**config.mk**
```make
export PLATFORM = sky130hd
export DESIGN_NAME = pclt_top
export DESIGN_NICKNAME = d
export VERILOG_FILES = /design/src/verilog/pclt_pkg.sv /design/src/verilog/pclt_cond_timer.sv /design/src/verilog/pclt_desc_byte.sv /design/src/verilog/pclt_top.sv
export SDC_FILE = /design/constraint.sdc
export NUM_CORES = 2
export LEC_CHECK = 0
export BUFFER_PORTS_ARGS = -buffer_cell sky130_fd_sc_hd__buf_2
export CORE_MARGIN = 3
export CORE_UTILIZATION = 45
export DETAILED_ROUTE_END_ITERATION = 10
export PLACE_DENSITY_LB_ADDON = 0.12
export SETUP_SLACK_MARGIN = 0.1
export SLEW_MARGIN = 20
export SYNTH_ARGS = -nofsm -noshare
export SYNTH_HDL_FRONTEND = slang
export SYNTH_SLANG_ARGS = --single-unit
```
**constraint.sdc**
```tcl
create_clock -name I_CLK -period 9.9 [get_ports I_CLK]
set_input_delay 1.98 -clock I_CLK [delete_from_list [all_inputs] [get_ports I_CLK]]
set_output_delay 1.98 -clock I_CLK [all_outputs]
set_load 0.01 [all_outputs]
```
**src/verilog/pclt_pkg.sv**
```systemverilog
// shared constants and types for the power-condition log and timer block
package pclt_pkg;

	// ==================================================================
	// conditions and pages
	localparam int NUM_COND      = 5;
	localparam logic [2:0] COND_IDLE_A = 3'h0;
	localparam logic [2:0] COND_IDLE_B = 3'h1;
	localparam logic [2:0] COND_IDLE_C = 3'h2;
	localparam logic [2:0] COND_STBY_Y = 3'h3;
	localparam logic [2:0] COND_STBY_Z = 3'h4;
	localparam logic [7:0] PAGE_IDLE   = 8'h00;
	localparam logic [7:0] PAGE_STBY   = 8'h01;

	// descriptor placement within a 512 byte page
	localparam logic [8:0] IDLE_A_BASE = 9'h000;
	localparam logic [8:0] IDLE_B_BASE = 9'h040;
	localparam logic [8:0] IDLE_C_BASE = 9'h080;
	localparam logic [8:0] STBY_Y_BASE = 9'h180;
	localparam logic [8:0] STBY_Z_BASE = 9'h1C0;

	// ==================================================================
	// byte positions inside a 64 byte descriptor
	localparam logic [5:0] OFS_FLAGS = 6'h01;
	localparam logic [5:0] OFS_DEF   = 6'h04;
	localparam logic [5:0] OFS_SAV   = 6'h08;
	localparam logic [5:0] OFS_CUR   = 6'h0C;
	localparam logic [5:0] OFS_REC   = 6'h10;
	localparam logic [5:0] OFS_MIN   = 6'h14;
	localparam logic [5:0] OFS_MAX   = 6'h18;
	localparam logic [5:0] OFS_END   = 6'h1C;

	// flag byte bit positions
	localparam int FLG_SUPP = 7;
	localparam int FLG_SAVE = 6;
	localparam int FLG_CHG  = 5;
	localparam int FLG_DEFE = 4;
	localparam int FLG_SAVE_EN = 3;
	localparam int FLG_CURE = 2;

	// ==================================================================
	// register port map (word index)
	localparam logic [7:0] REG_CTRL  = 8'h00;
	localparam logic [7:0] REG_STAT  = 8'h01;
	localparam logic [7:0] REG_SEL   = 8'h02;
	localparam logic [7:0] REG_FLAGS = 8'h03;
	localparam logic [7:0] REG_DEF   = 8'h04;
	localparam logic [7:0] REG_SAV   = 8'h05;
	localparam logic [7:0] REG_CUR   = 8'h06;
	localparam logic [7:0] REG_REC   = 8'h07;
	localparam logic [7:0] REG_MIN   = 8'h08;
	localparam logic [7:0] REG_MAX   = 8'h09;
	localparam logic [7:0] REG_LOG   = 8'h0A;
	localparam logic [31:0] UNMAPPED = 32'h0000_0000;

	// ==================================================================
	// timing
	localparam int CLK_HZ       = 50_000_000;
	localparam int TICK_MS      = 100;
	localparam int TICK_CYCLES  = CLK_HZ / 1000 * TICK_MS;
	localparam logic [31:0] TIMER_INF = 32'hFFFF_FFFF;

	// per-condition settings
	typedef struct packed {
		logic [5:0]  flags;
		logic [31:0] def_t;
		logic [31:0] sav_t;
		logic [31:0] cur_t;
		logic [31:0] rec_t;
		logic [31:0] min_t;
		logic [31:0] max_t;
	} pclt_desc_t;

	// log byte request
	typedef struct packed {
		logic       rd;
		logic [7:0] page;
		logic [8:0] addr;
	} pclt_logreq_t;

endpackage

```
**src/verilog/pclt_cond_timer.sv**
```systemverilog
// idle interval counter for one power condition
module pclt_cond_timer
	import pclt_pkg::*;
#(
	parameter int TICK = TICK_CYCLES
) (
	input  wire logic        i_clk,
	input  wire logic        i_nrst,
	input  wire logic        i_ce,
	input  wire logic        i_restart,
	input  wire logic        i_enable,
	input  wire logic [31:0] i_setting,
	output logic             o_enter
);

	logic [31:0] pre;
	logic [31:0] ticks;
	logic        tick;
	logic        armed;

	assign tick = (pre == 32'(TICK - 1));

	// zero setting never arms, all-ones never completes
	assign armed = i_enable && (i_setting != 32'h0000_0000)
		&& (i_setting != TIMER_INF);

	always_ff @(posedge i_clk) begin
		if (!i_nrst) begin
			pre     <= 32'h0000_0000;
			ticks   <= 32'h0000_0000;
			o_enter <= 1'b0;
		end else if (i_ce) begin
			if (i_restart || !armed) begin
				pre     <= 32'h0000_0000;
				ticks   <= 32'h0000_0000;
				o_enter <= 1'b0;
			end else begin
				pre <= tick ? 32'h0000_0000 : pre + 32'h0000_0001;
				if (tick && ticks != i_setting)
					ticks <= ticks + 32'h0000_0001;
				if (ticks == i_setting)
					o_enter <= 1'b1;
			end
		end
	end
endmodule

```
**src/verilog/pclt_desc_byte.sv**
```systemverilog
// byte view of one 64 byte power condition descriptor
module pclt_desc_byte
	import pclt_pkg::*;
(
	input  wire pclt_desc_t i_desc,
	input  wire logic [5:0] i_ofs,
	output logic [7:0]      o_byte
);

	logic [31:0] word;
	logic        in_word;
	logic [1:0]  lane;

	assign lane = i_ofs[1:0];
	assign in_word = (i_ofs >= OFS_DEF) && (i_ofs < OFS_END);

	// timer dwords are little-endian: def, sav, cur, rec, min, max
	assign word = (i_ofs[5:2] == OFS_DEF[5:2]) ? i_desc.def_t :
		(i_ofs[5:2] == OFS_SAV[5:2]) ? i_desc.sav_t :
		(i_ofs[5:2] == OFS_CUR[5:2]) ? i_desc.cur_t :
		(i_ofs[5:2] == OFS_REC[5:2]) ? i_desc.rec_t :
		(i_ofs[5:2] == OFS_MIN[5:2]) ? i_desc.min_t : i_desc.max_t;

	// flag byte carries bits 7..2, bits 1..0 reserved
	assign o_byte = (i_ofs == OFS_FLAGS) ? {i_desc.flags, 2'h0} :
		in_word ? word[8*lane +: 8] : 8'h00;

endmodule

```
**src/verilog/pclt_top.sv**
```systemverilog
// power condition log pages and idle/standby entry timers
//
// Design decisions made here: the register offsets and strobed register access.
module pclt_top
	import pclt_pkg::*;
#(
	parameter int TICK = TICK_CYCLES
) (
	input  wire logic        I_CLK,
	input  wire logic        I_NRST,
	input  wire logic        I_CE,
	input  wire logic        I_EPC_SUPPORTED,
	input  wire logic        I_CMD_DONE,
	input  wire logic [7:0]  I_ADDR,
	input  wire logic [31:0] I_WDATA,
	input  wire logic        I_WR,
	input  wire logic        I_RD,
	output logic [31:0]      O_RDATA,
	output logic [4:0]       O_ENTER,
	output logic             O_LOG_AVAIL
);

	// ==================================================================
	// settings storage
	pclt_desc_t  desc [NUM_COND];
	logic [2:0]  sel;
	logic [7:0]  log_page;
	logic [8:0]  log_addr;
	logic [4:0]  enter;
	logic [7:0]  log_byte;
	logic [31:0] rd_mux;
	logic        sel_ok;
	logic        wr_sel;
	logic        wr_log;
	pclt_desc_t  cur_desc;

	assign sel_ok   = (sel < 3'(NUM_COND));
	assign cur_desc = desc[sel_ok ? sel : COND_IDLE_A];
	assign wr_sel   = I_WR && (I_ADDR == REG_SEL);
	assign wr_log   = I_WR && (I_ADDR == REG_LOG);

	// descriptors: timer fields written by software, no reset on
	// recovery/min/max so they outlive any reset
	genvar g;
	generate
		for (g = 0; g < NUM_COND; g++) begin : g_cond
			logic        hit;
			logic        run;
			logic [5:0]  flags;
			logic [31:0] def_t;
			logic [31:0] sav_t;
			logic [31:0] cur_t;
			logic [31:0] rec_t;
			logic [31:0] min_t;
			logic [31:0] max_t;

			assign hit     = I_WR && sel_ok && (sel == 3'(g));
			assign desc[g] = {flags, def_t, sav_t, cur_t, rec_t, min_t, max_t};
			always_ff @(posedge I_CLK) begin
				if (I_CE && hit && I_ADDR == REG_REC)
					rec_t <= I_WDATA;
				if (I_CE && hit && I_ADDR == REG_MIN)
					min_t <= I_WDATA;
				if (I_CE && hit && I_ADDR == REG_MAX)
					max_t <= I_WDATA;
			end
			always_ff @(posedge I_CLK) begin
				if (!I_NRST) begin
					flags <= 6'h00;
					def_t <= 32'h0000_0000;
					sav_t <= 32'h0000_0000;
					cur_t <= 32'h0000_0000;
				end else if (I_CE && hit) begin
					if (I_ADDR == REG_FLAGS)
						flags <= I_WDATA[7:2];
					if (I_ADDR == REG_DEF)
						def_t <= I_WDATA;
					if (I_ADDR == REG_SAV)
						sav_t <= I_WDATA;
					if (I_ADDR == REG_CUR)
						cur_t <= I_WDATA;
				end
			end

			// current timer enable gates its own counter
			assign run = flags[FLG_SUPP - 2] && flags[FLG_CURE - 2];
			pclt_cond_timer #(
				.TICK(TICK)
			) u_tmr (
				.i_clk    (I_CLK),
				.i_nrst   (I_NRST),
				.i_ce     (I_CE),
				.i_restart(I_CMD_DONE),
				.i_enable (run),
				.i_setting(cur_t),
				.o_enter  (enter[g])
			);
		end
	endgenerate

	// ==================================================================
	// log page byte decode
	logic [8:0]  rel_addr;
	pclt_desc_t  log_desc;
	logic        log_hit;
	logic        in_idle;
	logic        in_stby;
	logic [2:0]  log_cond;

	// idle page: three 64 byte slots from 0, 192-511 reserved
	assign in_idle = (log_page == PAGE_IDLE) && (log_addr < IDLE_C_BASE + 9'h040);
	// standby page: slots at 384 and 448, below is reserved
	assign in_stby = (log_page == PAGE_STBY) && (log_addr >= STBY_Y_BASE);
	assign log_cond = in_idle ? 3'(log_addr[7:6]) :
		(log_addr >= STBY_Z_BASE ? COND_STBY_Z : COND_STBY_Y);
	assign rel_addr = in_idle ? log_addr :
		(log_addr >= STBY_Z_BASE ? log_addr - STBY_Z_BASE : log_addr - STBY_Y_BASE);
	// unsupported feature hides the whole log
	assign log_hit  = I_EPC_SUPPORTED && (in_idle || in_stby);
	assign log_desc = desc[log_cond];

	pclt_desc_byte u_byte (
		.i_desc(log_desc),
		.i_ofs (rel_addr[5:0]),
		.o_byte(log_byte)
	);

	// ==================================================================
	// register port
	always_ff @(posedge I_CLK) begin
		if (!I_NRST) begin
			sel      <= COND_IDLE_A;
			log_page <= PAGE_IDLE;
			log_addr <= 9'h000;
		end else if (I_CE) begin
			if (wr_sel)
				sel <= I_WDATA[2:0];
			if (wr_log) begin
				log_page <= I_WDATA[23:16];
				log_addr <= I_WDATA[8:0];
			end
		end
	end

	assign rd_mux =
		(I_ADDR == REG_CTRL)  ? {31'h0, I_EPC_SUPPORTED} :
		(I_ADDR == REG_STAT)  ? {27'h0, enter} :
		(I_ADDR == REG_SEL)   ? {29'h0, sel} :
		(I_ADDR == REG_FLAGS) ? {24'h0, cur_desc.flags, 2'h0} :
		(I_ADDR == REG_DEF)   ? cur_desc.def_t :
		(I_ADDR == REG_SAV)   ? cur_desc.sav_t :
		(I_ADDR == REG_CUR)   ? cur_desc.cur_t :
		(I_ADDR == REG_REC)   ? cur_desc.rec_t :
		(I_ADDR == REG_MIN)   ? cur_desc.min_t :
		(I_ADDR == REG_MAX)   ? cur_desc.max_t :
		(I_ADDR == REG_LOG)   ? {log_page, 15'h0, log_hit, log_byte & {8{log_hit}}} :
		UNMAPPED;

	always_ff @(posedge I_CLK) begin
		if (!I_NRST) begin
			O_RDATA     <= 32'h0000_0000;
			O_ENTER     <= 5'h00;
			O_LOG_AVAIL <= 1'b0;
		end else if (I_CE) begin
			O_RDATA     <= I_RD ? rd_mux : 32'h0000_0000;
			O_ENTER     <= enter;
			O_LOG_AVAIL <= I_EPC_SUPPORTED;
		end
	end

	// set once the COND_IDLE_A recovery time is written; never reset, like the field
	logic rec_loaded;
	always_ff @(posedge I_CLK) begin
		if (I_CE && I_WR && sel == COND_IDLE_A && I_ADDR == REG_REC)
			rec_loaded <= 1'b1;
	end
endmodule

```
# Yosys cells after proc, flatten, opt, wreduce, memory -nomap -nowiden
# Cells that the tools add are included.
# op_classes
addsub,12
magnitude_cmp,8
eq_ne,41
shifts,1
mux,60
n_bitwise,3
reduce_logical,113
# op_table
cell,count
$bmux W198 S3,2
$mux W32,37
$mux W198,4
$add A32 B1 Y32 const B,10
$eq A32 B23 Y1 const B,5
$eq A32 B32 Y1,5
$ne A32 B32 Y1,5
$ne A32 B32 Y1 const B,5
$reduce_bool A32 Y1,5
$reduce_and A2 Y1,32
$logic_and A1 B1 Y1,52
$eq A8 B3 Y1 const B,4
$shiftx A32 B6 Y8,1
$eq A8 B4 Y1 const B,3
$reduce_bool A2 Y1,10
$ge A9 B9 Y1 const B,2
$eq A8 B1 Y1 const B,2
$eq A8 B2 Y1 const B,2
$logic_not A8 Y1,2
$mux W8,2
$mux W6,2
$sub A6 B1 Y6 const B,2
$mux W1,10
$lt A9 B8 Y1 const B,1
17 further kinds,33
# totals
regBits,1373
inputBits,47
out_inout_bits,38
elab_cells,294

# Depth between registers and ports, before layout
# depth
depth_word,28
depth_mapped,13
mapped_depth_nobuf,9

# By module
# A second synthesis with hierarchy kept.
# hier_totals
hier_cells,8378
hier_area_um2,73217.7
# by_module_without_submodules
mod,instances,cells_per_inst,area_per_inst_um2,seq_area_each_um2
pclt_top,1,5512,50888.8,25784.7
pclt_cond_timer,5,498,4013.8,1301.2
pclt_desc_byte,1,376,2259.7,0.0

# Worst setup path before layout
# Ideal clock, no wire load.
# synth_path
path_kind,input to register
from,in I_ADDR[5]
to,reg g_cond[4].min_t[0] (enable)
setup_ps,421
arrival_ps,4881
required_time_ps,9479
path_slack_ps,4597
stages,5
n_path_buf,2
cell_sequence,nor4_1 > nand4b_1 > clkbuf_1 > clkbuf_1 > nor2_1
# synth_between
elab_chain_cells,2
# synth_lines
item,line,source
"start, declared",pclt_top.sv:14,"input wire logic [7:0] I_ADDR,"
$eq A8 B4 Y1,pclt_top.sv:62,if (I_CE && hit && I_ADDR == REG_MIN)
$logic_and A1 B1 Y1,pclt_top.sv:62,
"end signal, assigned",pclt_top.sv:63,min_t <= I_WDATA;
"end, declared",pclt_top.sv:54,logic [31:0] min_t;
# Every way passes these cells.
# A chain may end at the register's enable or synchronous reset.

# Worst setup path in the final report
# layout_path
from,reg sel[2]
to,reg g_cond[4].def_t[14]
# layout_between
elab_chain_cells,5
# layout_lines
item,line,source
"start, declared",pclt_top.sv:26,logic [2:0] sel;
"start signal, assigned",pclt_top.sv:137,sel <= I_WDATA[2:0];
$lt A3 B3 Y1,pclt_top.sv:37,assign sel_ok = (sel < 3'(NUM_COND));
$logic_and A1 B1 Y1,pclt_top.sv:57,assign hit = I_WR && sel_ok && (sel == 3'(g));
$logic_and A1 B1 Y1 *,pclt_top.sv:57,
$logic_and A1 B1 Y1 *,pclt_top.sv:73,end else if (I_CE && hit) begin
$reduce_and A2 Y1 (no source line) *,--,
"end signal, assigned",pclt_top.sv:70,def_t <= 32'h0000_0000;
"end signal, assigned",pclt_top.sv:77,def_t <= I_WDATA;
"end, declared",pclt_top.sv:50,logic [31:0] def_t;
# Every way passes the cells marked *; elsewhere a longest branch is shown, timed or not.

==> impl_metrics.tcl <==
set metrics [dict create \
    status "complete, no violations" \
    critPathLaunchType "flop" \
    fin_tns_setup_ns 0 \
    synth-edff-count 480 \
    required_ns 10.64 \
    cpPeakStageDelay_ns 1.14 \
    cellLeakagePower_nw 25.0 \
    asyncSetResetFlopFracSynth 0 \
    clkSlewWorstSetupHoldPaths_ns 0.06 \
    synth_sequential_area_ratio 0.448 \
    layout_commonest_cell "nand2_1" \
    placeableCoreArea_um2 159000 \
    max_cap_violations 0 \
    final_setup_fails 0 \
    critical_path_fanouts_max 48 \
    length_of_the_first_detailed_routing_pass_in_iterations 9 \
    place_congestion 1.07 \
    final_hold_viol_count 0 \
    ys.warnings.count 0 \
    cts.hold.buffers_added 0 \
    postCtsSetupRepairBufs 0 \
    ctsHtreeMaxLevel 4 \
    critical_path_class "flop to flop" \
    vdd_ir_drop_max_mv 0.189 \
    drt_wl_total_um 340000 \
    critical-path-top-delay-family "simple AND/OR/NAND/NOR gates" \
    cts_made_buffers 159 \
    report.final.slew_viol_count 0 \
    hp-class "flop to flop" \
    grt-ovfl-total 0 \
    clock-root-buffer "clkbuf_16" \
    post_synth_num_cell_types 90 \
    clockPowerShare 0.504 \
    main_combinational_cell_family_by_area_after_synthesis "simple AND/OR/NAND/NOR gates" \
    seq_power_share 0.470 \
    number_of_buffer_cells_added_on_primary_ports 84 \
    grt_pass1_wl_um 480000 \
    power.density_cell_area_nw_per_um2 155 \
    clock_sink_count 1373 \
    fmax_mhz 182 \
    fin_util 0.505 \
    p_switching_mw 2.93 \
    synth_compound_area_frac 0.183 \
    rsz0062_at_grt "no" \
    synth_xor_xnor_area_share 0.0306 \
    area_growth_pct 11.4 \
    worstPathBufferInverterCount 2 \
    postSynthRegisterBits 1373 \
    antenna_found_initial 26 \
    synthCells 8428 \
    share_of_synthesized_cell_area_in_and_or_nand_and_nor_gates 0.224 \
    placementRows 146 \
    maximum_number_of_pins_on_one_net_before_global_route_repair 178 \
    worstSkewPairLatency_ns 0.86 \
    synth_nets 8485 \
    groute.usage.overall 0.401 \
    drt.antenna.violating_nets 0 \
    avgSynthCellArea_um2 8.55 \
    worstPathCellList "buf_4 -> and2_4 -> nand3_1 -> nor2_2 -> buf_4 -> nand2_1 -> a21oi_1" \
    routedWlPerCell_um 32.6 \
    max-slew-margin-rel 0.0630 \
    worst_clock_skew_ns 0.0403 \
    synth_flop_cell "dfxtp_1" \
    finalCriticalPeriod_ns 5.49 \
    syn-cell-area_um2 72000 \
    post_drt_via_cell_ratio 6.84 \
    die_w_um 406 \
    drcViolationCount 0 \
    design.portCount 85 \
    synthAdderAreaFrac 0.00174 \
    multiInputGateArea_um2 37400 \
    cpMaxStageDelayCell "nor2_2" \
    finalNetCount 8238 \
    power.combinational.fraction 0.026 \
    grt_pass1_vias 64728 \
    ctsLongestPathBuffers 3 \
    initial_util 0.454 \
    place.detailed.hpwl_um 216000 \
    detail_route.iter0.violations 11058 \
    die_area_um2 165000 \
    yosys-mux-area-fraction 0.0717 \
    layout.cells.most_common_list "nand2_1, a21oi_1, dfxtp_1" \
    layout_worst_path_cycle_share 0.555 \
    post_route_cells_drive_above_1_share 0.106 \
    clock_tree_from_tritoncts "done" \
    register_area_um2 32300 \
    num-fill-cells 14839 \
    cp.arrival_ns 6.23 \
    cts_resized 0 \
    pin_slew_with_the_least_headroom_to_its_limit_ns 1.41 \
    power_report.internal_total_mw 9.49 \
    num_vias 71212 \
    most_prevalent_standard_cell_on_the_critical_path "buf_4" \
    dieHeight_um 406 \
    power.switching_fraction 0.236 \
    timing.critical_path.to_type "flop" \
]
worst paths after layout:
kind,start,endpoint,slack [ns],depth (start not counted)
max,sel[2],g_cond[4].def_t[14],4.41,7
min,g_cond[1].sav_t[17],g_cond[1].sav_t[17],0.46,2
max reg2reg,sel[2],g_cond[4].def_t[14],4.41,7
min reg2reg,g_cond[1].sav_t[17],g_cond[1].sav_t[17],0.46,2
metal layers:
metal  routed length, um  vias up  track usage  part of all wire
met4               30800       16        0.300             0.091
met3               47900     1335        0.140              0.14
met5                 245        -      0.00506           0.00072
met2              134000     5473        0.549              0.40
met1              127000    34151        0.517              0.37
li1                    -    30237            -                 -
power groups by stage:
stage | Combinational, mW | Clock [mW] | Sequential [mW]
6_report | 0.320 | 6.25 | 5.84
5_1_grt | 0.321 | 6.52 | 5.83
4_1_cts | 0.301 | 6.28 | 5.84
3_5_place_dp | 0.301 | 0 | 5.96
3_3_place_gp | 0.299 | 0 | 5.96
2_1_floorplan | 0.134 | 0 | 5.96
cell usage after synthesis (19+ instances only):
cell type	instances	area [um^2]
inv_1	51	191
clkbuf_1	575	2160
nand3_1	263	1320
a2111oi_0	19	166
o21a_1	19	143
nor4_1	123	769
mux2i_1	163	1630
a31oi_1	181	1130
a221oi_1	104	911
nand2_1	1955	7340
and3_1	95	594
xnor2_1	250	2190
dfxtp_1	893	17900
a211oi_1	150	1130
nor2_1	480	1800
buf_2	50	250
nor3_1	129	646
o21ai_0	274	1370
and2_1	50	313
buf_1	83	312
o221ai_1	38	333
o22ai_1	37	231
o211ai_1	42	315
nand4_1	148	926
a21oi_1	938	4690
and4_1	26	228
nand3b_1	20	150
a311oi_1	81	709
or4_1	21	158
nor2b_1	52	325
o31ai_1	29	218
mux2_2	44	495
mux4_2	135	3040
or3_1	80	500
a22oi_1	28	210
nor3b_1	45	338
edfxtp_1	480	14400
cell type report:
| cell class | count | share of cell area |
|---|---|---|
| clock inverters | 91 | 0.0130 |
| flip-flops and latches | 1373 | 0.403 |
| inverters | 52 | 0.00254 |
| clock buffers | 207 | 0.0554 |
| well taps | 2072 | 0.0323 |
| repair buffers | 301 | 0.0277 |
| multi-input cells | 6294 | 0.466 |
| diodes | 24 | 0.000749 |
sequential cells by signal, indices dropped and copies added (netlist names), 8 cells and up:
name	flops
log_addr	9
g_cond.min_t	160
g_cond.max_t	160
g_cond.cur_t	160
g_cond.u_tmr.pre	160
g_cond.sav_t	160
O_RDATA	32
log_page	8
g_cond.def_t	160
g_cond.u_tmr.ticks	160
g_cond.flags	30
g_cond.rec_t	160
kinds of logic after synthesis:
group	count (synthesis)
AOI/OAI and AO/OA	2119
xor gates and xnor gates	252
adders and majority gates	10
buffers and inverters	761
DFF	1373
muxes	342
and+or+nand+nor	3571
through the flow:
stage	worst slack, ns	total power [mW]	instance area (um^2)	std cells	hold WS (ns)
finish	4.41	12.4	80200	10414	0.464
global route	4.63	12.7	80200	10395	0.482
CTS	4.95	12.4	80100	10388	0.467
detailed placement	4.64	6.26	74600	10090	0.459
global placement	4.66	6.26	74600	10090	0.449
floorplan	4.60	6.09	72000	8428	0.440
worst register-to-register path: cells and delay by family, from the launching register on:
kind	cells	cell delay, ns
AOI/OAI and AO/OA	1	0.18
buffers and inverters	2	1.27
DFF	1	0.88
and+or+nand+nor	4	3.09
Power figures use the tool's default switching activity.
